`src/hw/cbt_consts.svh`:
```
// Offsets, field positions and reset values of the built-in down timer
`ifndef CBT_CONSTS_SVH
`define CBT_CONSTS_SVH

// =====================================================================
// Register offsets (byte addresses)
`define CBT_OFS_CTRL 8'h00
`define CBT_OFS_PRELOAD 8'h04
`define CBT_OFS_COUNT 8'h08
`define CBT_OFS_DIV 8'h0c
`define CBT_OFS_PSW 8'h10
`define CBT_OFS_EVT 8'h14
`define CBT_OFS_MASK 8'h18

// =====================================================================
// Field positions
`define CBT_CTRL_RUN 0
`define CBT_CTRL_MODE 1
`define CBT_PSW_TU 12
`define CBT_PSW_IP 13
`define CBT_EVT_ZERO 0
`define CBT_EVT_TIRQ 1

// =====================================================================
// Reset values and event field width
`define CBT_DIV_RST 16'h0001
`define CBT_MASK_RST 2'h2
`define CBT_EVT_W 2

`endif

```
`src/hw/cbt_pkg.sv`:
```
// Types shared by the built-in down timer
`default_nettype none
package cbt_pkg;
    // Operating mode of the timer
    typedef enum logic {
        CBT_COUNTDOWN = 1'b0,
        CBT_INTERRUPT = 1'b1
    } cbt_mode_e;
endpackage : cbt_pkg
`default_nettype wire

```
`src/hw/cbt_timer.sv`:
```
// Built-in down timer of the processor core with its register port
//
// Operation
// - Two modes: plain count-down or interrupt on expiry
// - Decrement once every divider cycles after start
// - Count-down mode halts at zero, wraps only after a control write sets run in the expiry cycle
// - Underflow sets status word bit 12
// - Interrupt mode counts alike, interrupts at zero
// - Interrupt processing flag reads one while servicing
`timescale 1ns/100ps
`default_nettype none
`include "cbt_consts.svh"

module cbt_timer
    import cbt_pkg::*;
#(
    parameter int CNT_W = 32,
    parameter int DIV_W = 16
) (
    // Clock, reset and clock enable
    input wire logic core_clk,
    input wire logic rst_n,
    input wire logic ce,
    // Register port
    input wire logic [7:0] reg_addr,
    input wire logic [31:0] reg_wdata,
    input wire logic reg_wr,
    input wire logic reg_rd,
    output logic [31:0] reg_rdata,
    // Core interrupt sequencing
    input wire logic irq_enter,
    input wire logic irq_exit,
    // Interrupt request
    output logic irq
);

    // =================================================================
    // State
    logic run;
    cbt_mode_e mode;
    logic [CNT_W-1:0] count;
    logic [DIV_W-1:0] div;
    logic [DIV_W-1:0] presc;
    logic tu_flag;
    logic ip_flag;
    logic [`CBT_EVT_W-1:0] evt;
    logic [`CBT_EVT_W-1:0] mask;

    logic next_run;
    cbt_mode_e next_mode;
    logic [CNT_W-1:0] next_count;
    logic [DIV_W-1:0] next_div;
    logic [DIV_W-1:0] next_presc;
    logic next_tu_flag;
    logic next_ip_flag;
    logic [`CBT_EVT_W-1:0] next_evt;
    logic [`CBT_EVT_W-1:0] next_mask;
    logic [31:0] next_rdata;
    logic next_irq;

    logic tick;
    logic expire;
    logic [DIV_W-1:0] div_last;

    // Write strobe decode for one register
    function automatic logic wr_hit(input logic [7:0] ofs);
        wr_hit = reg_wr && (reg_addr == ofs);
    endfunction : wr_hit

    // =================================================================
    // Prescaler and expiry detection
    always_comb begin
        div_last = (div == '0) ? '0 : div - 1'b1; // A zero divider acts as one
        tick = run && (presc == div_last);
        expire = tick && (count == {{(CNT_W-1){1'b0}}, 1'b1});
    end

    // =================================================================
    // Timer control and counter next state
    always_comb begin
        next_run = run;
        next_mode = mode;
        next_count = count;
        next_div = div;
        next_presc = presc;
        if (run) begin
            next_presc = tick ? '0 : presc + 1'b1;
        end
        if (tick) begin
            next_count = count - 1'b1;
            if (expire) begin
                next_run = 1'b0;
            end
        end
        if (wr_hit(`CBT_OFS_CTRL)) begin
            next_mode = cbt_mode_e'(reg_wdata[`CBT_CTRL_MODE]);
            next_run = reg_wdata[`CBT_CTRL_RUN] && (count != '0);
            next_presc = '0;
        end
        if (wr_hit(`CBT_OFS_PRELOAD)) begin
            next_count = reg_wdata[CNT_W-1:0];
            next_presc = '0;
            next_run = run && (reg_wdata[CNT_W-1:0] != '0);
        end
        if (wr_hit(`CBT_OFS_DIV)) begin
            next_div = reg_wdata[DIV_W-1:0];
            next_presc = '0;
        end
    end

    // Timer control and counter registers, frozen while ce is low
    always_ff @(posedge core_clk or negedge rst_n) begin
        if (!rst_n) begin
            run <= 1'b0;
            mode <= CBT_COUNTDOWN;
            count <= '0;
            div <= DIV_W'(`CBT_DIV_RST);
            presc <= '0;
        end else if (ce) begin
            run <= next_run;
            mode <= next_mode;
            count <= next_count;
            div <= next_div;
            presc <= next_presc;
        end
    end

    // =================================================================
    // Status word flags, events and mask next state
    always_comb begin
        next_tu_flag = tu_flag;
        next_ip_flag = ip_flag;
        next_evt = evt;
        next_mask = mask;
        // Software clears the underflow flag by writing one to it
        if (wr_hit(`CBT_OFS_PSW) && reg_wdata[`CBT_PSW_TU]) begin
            next_tu_flag = 1'b0;
        end
        if (expire) begin
            next_tu_flag = 1'b1;
        end
        // Servicing state follows the core entry and exit strobes
        if (irq_exit) begin
            next_ip_flag = 1'b0;
        end
        if (irq_enter) begin
            next_ip_flag = 1'b1;
        end
        // A read of the event register clears it; new events win
        if (reg_rd && (reg_addr == `CBT_OFS_EVT)) begin
            next_evt = '0;
        end
        if (expire) begin
            next_evt[`CBT_EVT_ZERO] = 1'b1;
        end
        if (expire && (mode == CBT_INTERRUPT)) begin
            next_evt[`CBT_EVT_TIRQ] = 1'b1;
        end
        if (wr_hit(`CBT_OFS_MASK)) begin
            next_mask = reg_wdata[`CBT_EVT_W-1:0];
        end
    end

    // Status word flags, events and mask registers
    always_ff @(posedge core_clk or negedge rst_n) begin
        if (!rst_n) begin
            tu_flag <= 1'b0;
            ip_flag <= 1'b0;
            evt <= '0;
            mask <= `CBT_EVT_W'(`CBT_MASK_RST);
        end else if (ce) begin
            tu_flag <= next_tu_flag;
            ip_flag <= next_ip_flag;
            evt <= next_evt;
            mask <= next_mask;
        end
    end

    // =================================================================
    // Read data and interrupt output
    always_comb begin
        next_rdata = '0;
        if (reg_rd) begin
            unique case (reg_addr)
                `CBT_OFS_CTRL: begin
                    next_rdata[`CBT_CTRL_RUN] = run;
                    next_rdata[`CBT_CTRL_MODE] = mode;
                end
                `CBT_OFS_PRELOAD, `CBT_OFS_COUNT: begin
                    next_rdata[CNT_W-1:0] = count;
                end
                `CBT_OFS_DIV: begin
                    next_rdata[DIV_W-1:0] = div;
                end
                `CBT_OFS_PSW: begin
                    next_rdata[`CBT_PSW_TU] = tu_flag;
                    next_rdata[`CBT_PSW_IP] = ip_flag;
                end
                `CBT_OFS_EVT: begin
                    next_rdata[`CBT_EVT_W-1:0] = evt;
                end
                `CBT_OFS_MASK: begin
                    next_rdata[`CBT_EVT_W-1:0] = mask;
                end
                default: begin
                    next_rdata = '0; // Unmapped offsets read zero
                end
            endcase
        end
        next_irq = |(next_evt & next_mask);
    end

    // Read data and interrupt output registers
    always_ff @(posedge core_clk or negedge rst_n) begin
        if (!rst_n) begin
            reg_rdata <= '0;
            irq <= 1'b0;
        end else if (ce) begin
            reg_rdata <= next_rdata;
            irq <= next_irq;
        end
    end

endmodule : cbt_timer
`default_nettype wire

```
`config.mk`:
```
export PLATFORM = sky130hd
export DESIGN_NAME = cbt_timer
export DESIGN_NICKNAME = d
export VERILOG_FILES = /design/src/hw/cbt_pkg.sv /design/src/hw/cbt_timer.sv
export VERILOG_INCLUDE_DIRS = /design/src /design/src/hw
export SDC_FILE = /design/constraint.sdc
export NUM_CORES = 1
export LEC_CHECK = 0
export BUFFER_PORTS_ARGS = -buffer_cell sky130_fd_sc_hd__buf_2
export CAP_MARGIN = 20
export CELL_PAD_IN_SITES_DETAIL_PLACEMENT = 0
export CELL_PAD_IN_SITES_GLOBAL_PLACEMENT = 1
export CORE_UTILIZATION = 48
export DETAILED_ROUTE_END_ITERATION = 7
export HOLD_SLACK_MARGIN = 0.15
export PLACE_DENSITY = 0.95
export SYNTH_ARGS = -nofsm -noshare
export SYNTH_HDL_FRONTEND = slang
export SYNTH_SLANG_ARGS = --single-unit
```
`constraint.sdc`:
```
create_clock -name core_clk -period 6.7 [get_ports core_clk]
set_input_delay 1.005 -clock core_clk [delete_from_list [all_inputs] [get_ports core_clk]]
set_output_delay 1.005 -clock core_clk [all_outputs]
set_load 0.02 [all_outputs]
```
# Yosys cells after proc, flatten, opt, wreduce, memory -nomap -nowiden
# Cells that the tools add are included.
op_classes:
  muxes: 26
  eq_ne: 8
  reduce_logical: 31
  n_bitwise: 1
  addsub: 3
op_table:
  columns: ["op", "n"]
  rows:
  - ["16-bit 2-to-1 mux", 7]
  - ["32-bit 2-to-1 mux", 3]
  - ["32-bit nonzero test", 2]
  - ["32-bit by 1-bit equality test with 1-bit output, second input constant", 1]
  - ["32-bit by 1-bit subtractor with 32-bit output, second input constant", 1]
  - ["8-bit by 5-bit equality test with 1-bit output, second input constant", 3]
  - ["10-bit case mux with 2 select lines", 1]
  - ["16-bit by 1-bit adder with 16-bit output, second input constant", 1]
  - ["16-bit equality test", 1]
  - ["8-bit by 4-bit equality test with 1-bit output, second input constant", 2]
  - ["16-bit logical NOT", 1]
  - ["16-bit by 1-bit subtractor with 16-bit output, second input constant", 1]
  - ["1-bit logical AND", 12]
  - ["2-bit AND reduction", 6]
  - ["1-bit 2-to-1 mux", 10]
  - ["2-bit case mux with 5 select lines", 1]
  - ["8-bit by 3-bit equality test with 1-bit output, second input constant", 1]
  - ["8-bit logical NOT", 1]
  - ["2-bit case mux with 3 select lines", 1]
  - ["2-bit nonzero test", 3]
  - ["3-bit nonzero test", 2]
  - ["2-bit 2-to-1 mux", 2]
  - ["2-bit case mux with 2 select lines", 1]
  - ["4-bit nonzero test", 1]
  - ["other kinds (3)", 4]
totals:
  out_inout_bits: 33
  word_cells: 80
  ff_bits: 105
  in_bits: 47

# Logic depth before layout (Yosys ltp)
depth:
  word_depth: 9
  depth_mapped: 15
  depth_no_buf: 11

# Worst setup path before layout
# Ideal clock, no wire load.
synth_timing:
  path_type: "reg-to-reg"
  start: "register div[0]"
  end: "register count[29]"
  setup_slack_ns: 2.963
  t_required_ns: 6.578
  arrival_time_ns: 3.615
  setup_ns: 0.122
  stages_incl_launch_ff: 14
  n_path_buf: 2
  synth_period_minus_slack_ns: 3.737
  path_cell_list: "dfstp_2 -> inv_1 -> ha_1 -> nor3b_1 -> and4_1 -> buf_4 -> o21a_1 -> a2111o_1 -> a2111oi_2 -> or4b_1 -> buf_2 -> or2_1 -> or4_1 -> a32o_1"
synth_between:
  elab_chain_cells: 6
  elab_cells_between_ends: 7
  cone_classes: "1 x add/sub; 1 x eq/ne; 1 x mux; 4 x reduce/logical"
synth_rtl:
  columns: ["element", "line_no", "rtl"]
  rows:
  - ["start, declared", "cbt_timer.sv:42", "logic [DIV_W-1:0] div;"]
  - ["start signal, assigned", "cbt_timer.sv:117", "div <= DIV_W'(`CBT_DIV_RST);"]
  - ["start signal, assigned", "cbt_timer.sv:123", "div <= next_div;"]
  - ["16-bit by 1-bit subtractor with 16-bit output / 16-bit logical NOT (equally long branches)", "cbt_timer.sv:73", "div_last = (div == '0) ? '0 : div - 1'b1;"]
  - ["16-bit 2-to-1 mux (*)", "cbt_timer.sv:73", null]
  - ["16-bit equality test (*)", "cbt_timer.sv:74", "tick = run && (presc == div_last);"]
  - ["1-bit logical AND (*)", "cbt_timer.sv:74", null]
  - ["2-bit nonzero test (no source line) (*)", null, null]
  - ["2-bit AND reduction (no source line) (*)", null, null]
  - ["end signal, assigned", "cbt_timer.sv:122", "count <= next_count;"]
  - ["end, declared", "cbt_timer.sv:41", "logic [CNT_W-1:0] count;"]
# Every way passes the cells marked *; elsewhere a longest branch is shown, timed or not.
# A chain may end at the register's enable or synchronous reset.

# Final worst setup path
layout_timing:
  start: "register div[1]"
  end: "register count[23]"
# The elaborated chain is that of the path after synthesis.

==> impl_summary.log <==
INFO  metric cts.reportedPaths.clkPinSlew = around 0.08 ns
INFO  metric power_leakage = about 3 nW
INFO  metric wire_per_inst = between 20 and 25 um
INFO  metric numClockSinks = 105
INFO  metric worstPathArrival = a little under 5 ns
INFO  metric clockBufferDepth = 2
INFO  metric whs_path_depth = 1
INFO  metric number_of_top_level_pins = 80
INFO  metric reg2reg_from = div[1]
INFO  metric floorplan.die.width = 117 um
INFO  metric synth_area = 6370 um^2
INFO  metric drc_errors = 0
INFO  metric accumulated_negative_setup_slack = 0 ns
INFO  metric layout_common_cells = sky130_fd_sc_hd__dfrtp_1, sky130_fd_sc_hd__buf_2, sky130_fd_sc_hd__nand2_1, sky130_fd_sc_hd__a21oi_1, sky130_fd_sc_hd__o21ai_0
INFO  metric critical_path.startpoint_type = flop
INFO  metric cts-htree-levels = 3
INFO  metric place_hpwl = 14.0 mm
INFO  metric yosys.area.top_type_share = 0.405
INFO  metric timing.critical_path.fanout_max = 26
INFO  metric cp_capture_type = flop
INFO  metric grt_pass1_vias = 5731
INFO  metric io_buffers = 79
INFO  metric gp_congestion = 0.900
INFO  metric holdPathEnd = reg_rdata[5]
INFO  metric postSynthCellCount = between 700 and 800
INFO  metric cts.repair.resized = 0
INFO  metric insertedDiodeCount = 0
INFO  metric mostFrequentLayoutCell = sky130_fd_sc_hd__dfrtp_1
INFO  metric postSynthAreaPerCell = between 8 and 9 um^2
INFO  metric grt_antenna_before_repair = 0
INFO  metric netlist.top_cell.by_area = sky130_fd_sc_hd__dfrtp_1
INFO  metric run_status = completed
INFO  metric area.growth.synth_to_final = 12.2%
INFO  metric min_period_over_period = 0.694
INFO  metric cap_viol_max_count = 0
INFO  metric synth.lib_cells_used.distinct = between 70 and 80
INFO  metric clock.fmax = between 0.2 and 0.25 GHz
INFO  metric fill_cells = between 1000 and 1500
INFO  metric report.final.hold_viol_count = 0
INFO  metric global_route_wire_length_before_repair = roughly 31 mm
INFO  metric die_y = roughly 120 um
INFO  metric core_area = roughly 13000 um^2
INFO  metric power.density_cell_area = around 190 nW/um^2
INFO  metric clock_insertion_delay_worst_skew = roughly 0.37 ns
INFO  metric hold_buffers = 0
INFO  metric fp.dieArea = around 14000 um^2
INFO  metric timing.final.setup_violations = 0
INFO  metric clk_root_buffer_cell = sky130_fd_sc_hd__clkbuf_16
INFO  metric initial_utilization = 0.498
INFO  metric grt_max_degree = between 60 and 70
INFO  metric timing.slew.headroom = 0.277
INFO  metric grt-ovfl-total = 0
INFO  metric ys_seq_elements = around 110
INFO  metric r2r_end = count[23]
INFO  metric drt-total-wl = 19.4 mm
INFO  metric slew_viol_final = 0
INFO  metric hold-worst-slack = around 0.48 ns
INFO  metric drtAntennaViolNets = 0
INFO  metric layout_min_cycle_time = 4.65 ns
INFO  metric via_per_inst = approximately 6.5
INFO  metric reg2reg_depth = 12
INFO  metric groute.usage.overall = 0.302
INFO  metric yosysSeqAreaShare = 0.413
INFO  metric power.ir.vdd_worst = 0.000114 V
INFO  metric tritoncts = yes
INFO  metric synth_edf_count = 0
INFO  metric cts_setup_buffers = 0
INFO  metric detailroute.via_count = between 6000 and 7000
INFO  metric hold_path.startpoint = reg_rdata[5]
INFO  metric met1_usage = 0.434
INFO  metric cp_data_required_time = between 6 and 7 ns
INFO  metric cts_inserted_buffers = 9
INFO  metric rsz_0062_raised_after_global_routing = no
INFO  metric asyncSetResetFlopFracSynth = 1.00
INFO  metric most_used_flip_flop_cell_after_synthesis = sky130_fd_sc_hd__dfrtp_1
INFO  metric top_usage_layer = met2
INFO  metric ys.warnings.count = 0
INFO  metric rows = 41
INFO  metric final_layout_size_suffix_gt1_frac = 0.187
INFO  metric hp-class = reg -> reg
INFO  metric critical_path.startpoint = div[1]
INFO  metric gr-usage-met2 = 0.461
INFO  metric met3_usage = 0.0577
INFO  metric clock_skew = approximately 0.0098 ns
INFO  metric finalNetCount = about 810
INFO  metric max_slew.worst_pin.slew = 1.08 ns
INFO  metric first_pass_iters = 6
INFO  metric synth.top_cells.by_area = sky130_fd_sc_hd__dfrtp_1, sky130_fd_sc_hd__nand2_1, sky130_fd_sc_hd__a21oi_1
INFO  metric worstSetupPathType = reg -> reg
INFO  metric drt_iter0_markers = about 570
INFO  metric setup_slack_reg_to_reg = between 2 and 2.5 ns
INFO  metric postSynthNetCount = around 760
## logic make-up after synthesis
| logic type | count (synthesis) | share of synthesized area |
|---|---|---|
| AO/OA/AOI/OAI | 234 | 0.262 |
| XOR/XNOR | 11 | 0.0175 |
| adder cells (fa/ha/maj) | 5 | 0.00983 |
| buffers and inverters | 75 | 0.0478 |
| flip-flops | 105 | 0.413 |
| multiplexers | 16 | 0.0277 |
| AND/OR/NAND/NOR | 265 | 0.222 |
## state kept, by name, indices dropped and copies added, names as in the netlist
name	flops
count	32
reg_rdata	32
div	16
presc	16
evt	2
mask	2
ip_flag	1
irq	1
mode	1
run	1
tu_flag	1
## final cells by class
cell class / instances / area [um^2] / area share
repair buffers: 87 / 462 / 0.0646
multi-input cells: 531 / 3450 / 0.483
well taps: 172 / 215 / 0.0301
clock buffers: 11 / 243 / 0.0340
inverters: 27 / 101 / 0.0142
flip-flops and latches: 105 / 2630 / 0.368
clock inverters: 5 / 46.3 / 0.00648
## critical path: stages, from the launching register on
cell and delay, ns:
sky130_fd_sc_hd__dfrtp_1 0.44, sky130_fd_sc_hd__inv_1 0.12, sky130_fd_sc_hd__ha_1 0.20, sky130_fd_sc_hd__nor3b_1 0.49, sky130_fd_sc_hd__nand4_1 0.38, sky130_fd_sc_hd__or4_1 0.49
sky130_fd_sc_hd__a32oi_1 0.16, sky130_fd_sc_hd__o2111ai_1 0.13, sky130_fd_sc_hd__or4b_1 0.81, sky130_fd_sc_hd__buf_4 0.33, sky130_fd_sc_hd__or4_1 0.58, sky130_fd_sc_hd__o32ai_1 0.26
sky130_fd_sc_hd__a21oi_1 0.11
## metal layers
layer  vias up  part of all wire
li1       2805                 -
met1      2984              0.45
met2       293              0.46
met3        32             0.076
met4         0             0.018
met5         -                 0
## per-stage QoR
stage	instance area [um^2]	utilization	instances	power (W)	setup slack (ns)
after floorplan	6370	-	711	0.000768	2.96
after global placement	6850	0.536	921	0.000833	2.23
after detailed placement	6850	0.536	921	0.000836	2.14
after CTS	7130	0.559	937	0.00136	2.11
after global routing	7150	0.559	938	0.00141	1.66
final	7150	0.559	938	0.00136	2.05
## how the worst max path moves through the flow
stage | to | slack [ns] | cells past startpoint
global placement | count[14] | 2.23 | 12
finish | count[23] | 2.05 | 12
global route | count[23] | 1.66 | 12
detailed placement | count[23] | 2.14 | 12
floorplan | count[29] | 2.96 | 13
CTS | count[23] | 2.11 | 12
## synthesized netlist by cell type (13+ instances only)
library cell / n
sky130_fd_sc_hd__dfrtp_1: 103
sky130_fd_sc_hd__nand2_1: 72
sky130_fd_sc_hd__a21oi_1: 49
sky130_fd_sc_hd__clkbuf_1: 37
sky130_fd_sc_hd__o21ai_0: 36
sky130_fd_sc_hd__nor2_1: 34
sky130_fd_sc_hd__inv_1: 27
sky130_fd_sc_hd__nor3_1: 27
sky130_fd_sc_hd__nand3_1: 25
sky130_fd_sc_hd__a22o_1: 22
sky130_fd_sc_hd__or3_1: 21
sky130_fd_sc_hd__nor4_1: 16
sky130_fd_sc_hd__a22oi_1: 15
sky130_fd_sc_hd__o2bb2ai_1: 15
sky130_fd_sc_hd__mux2_2: 13
sky130_fd_sc_hd__o22ai_1: 13
## power breakdown
part,total [W],internal [W],switching [W]
sequential,0.000692,0.000655,0.0000369
combinational,0.000134,0.0000484,0.0000852
clock,0.000531,0.000269,0.000262
Power figures use the tool's default switching activity.
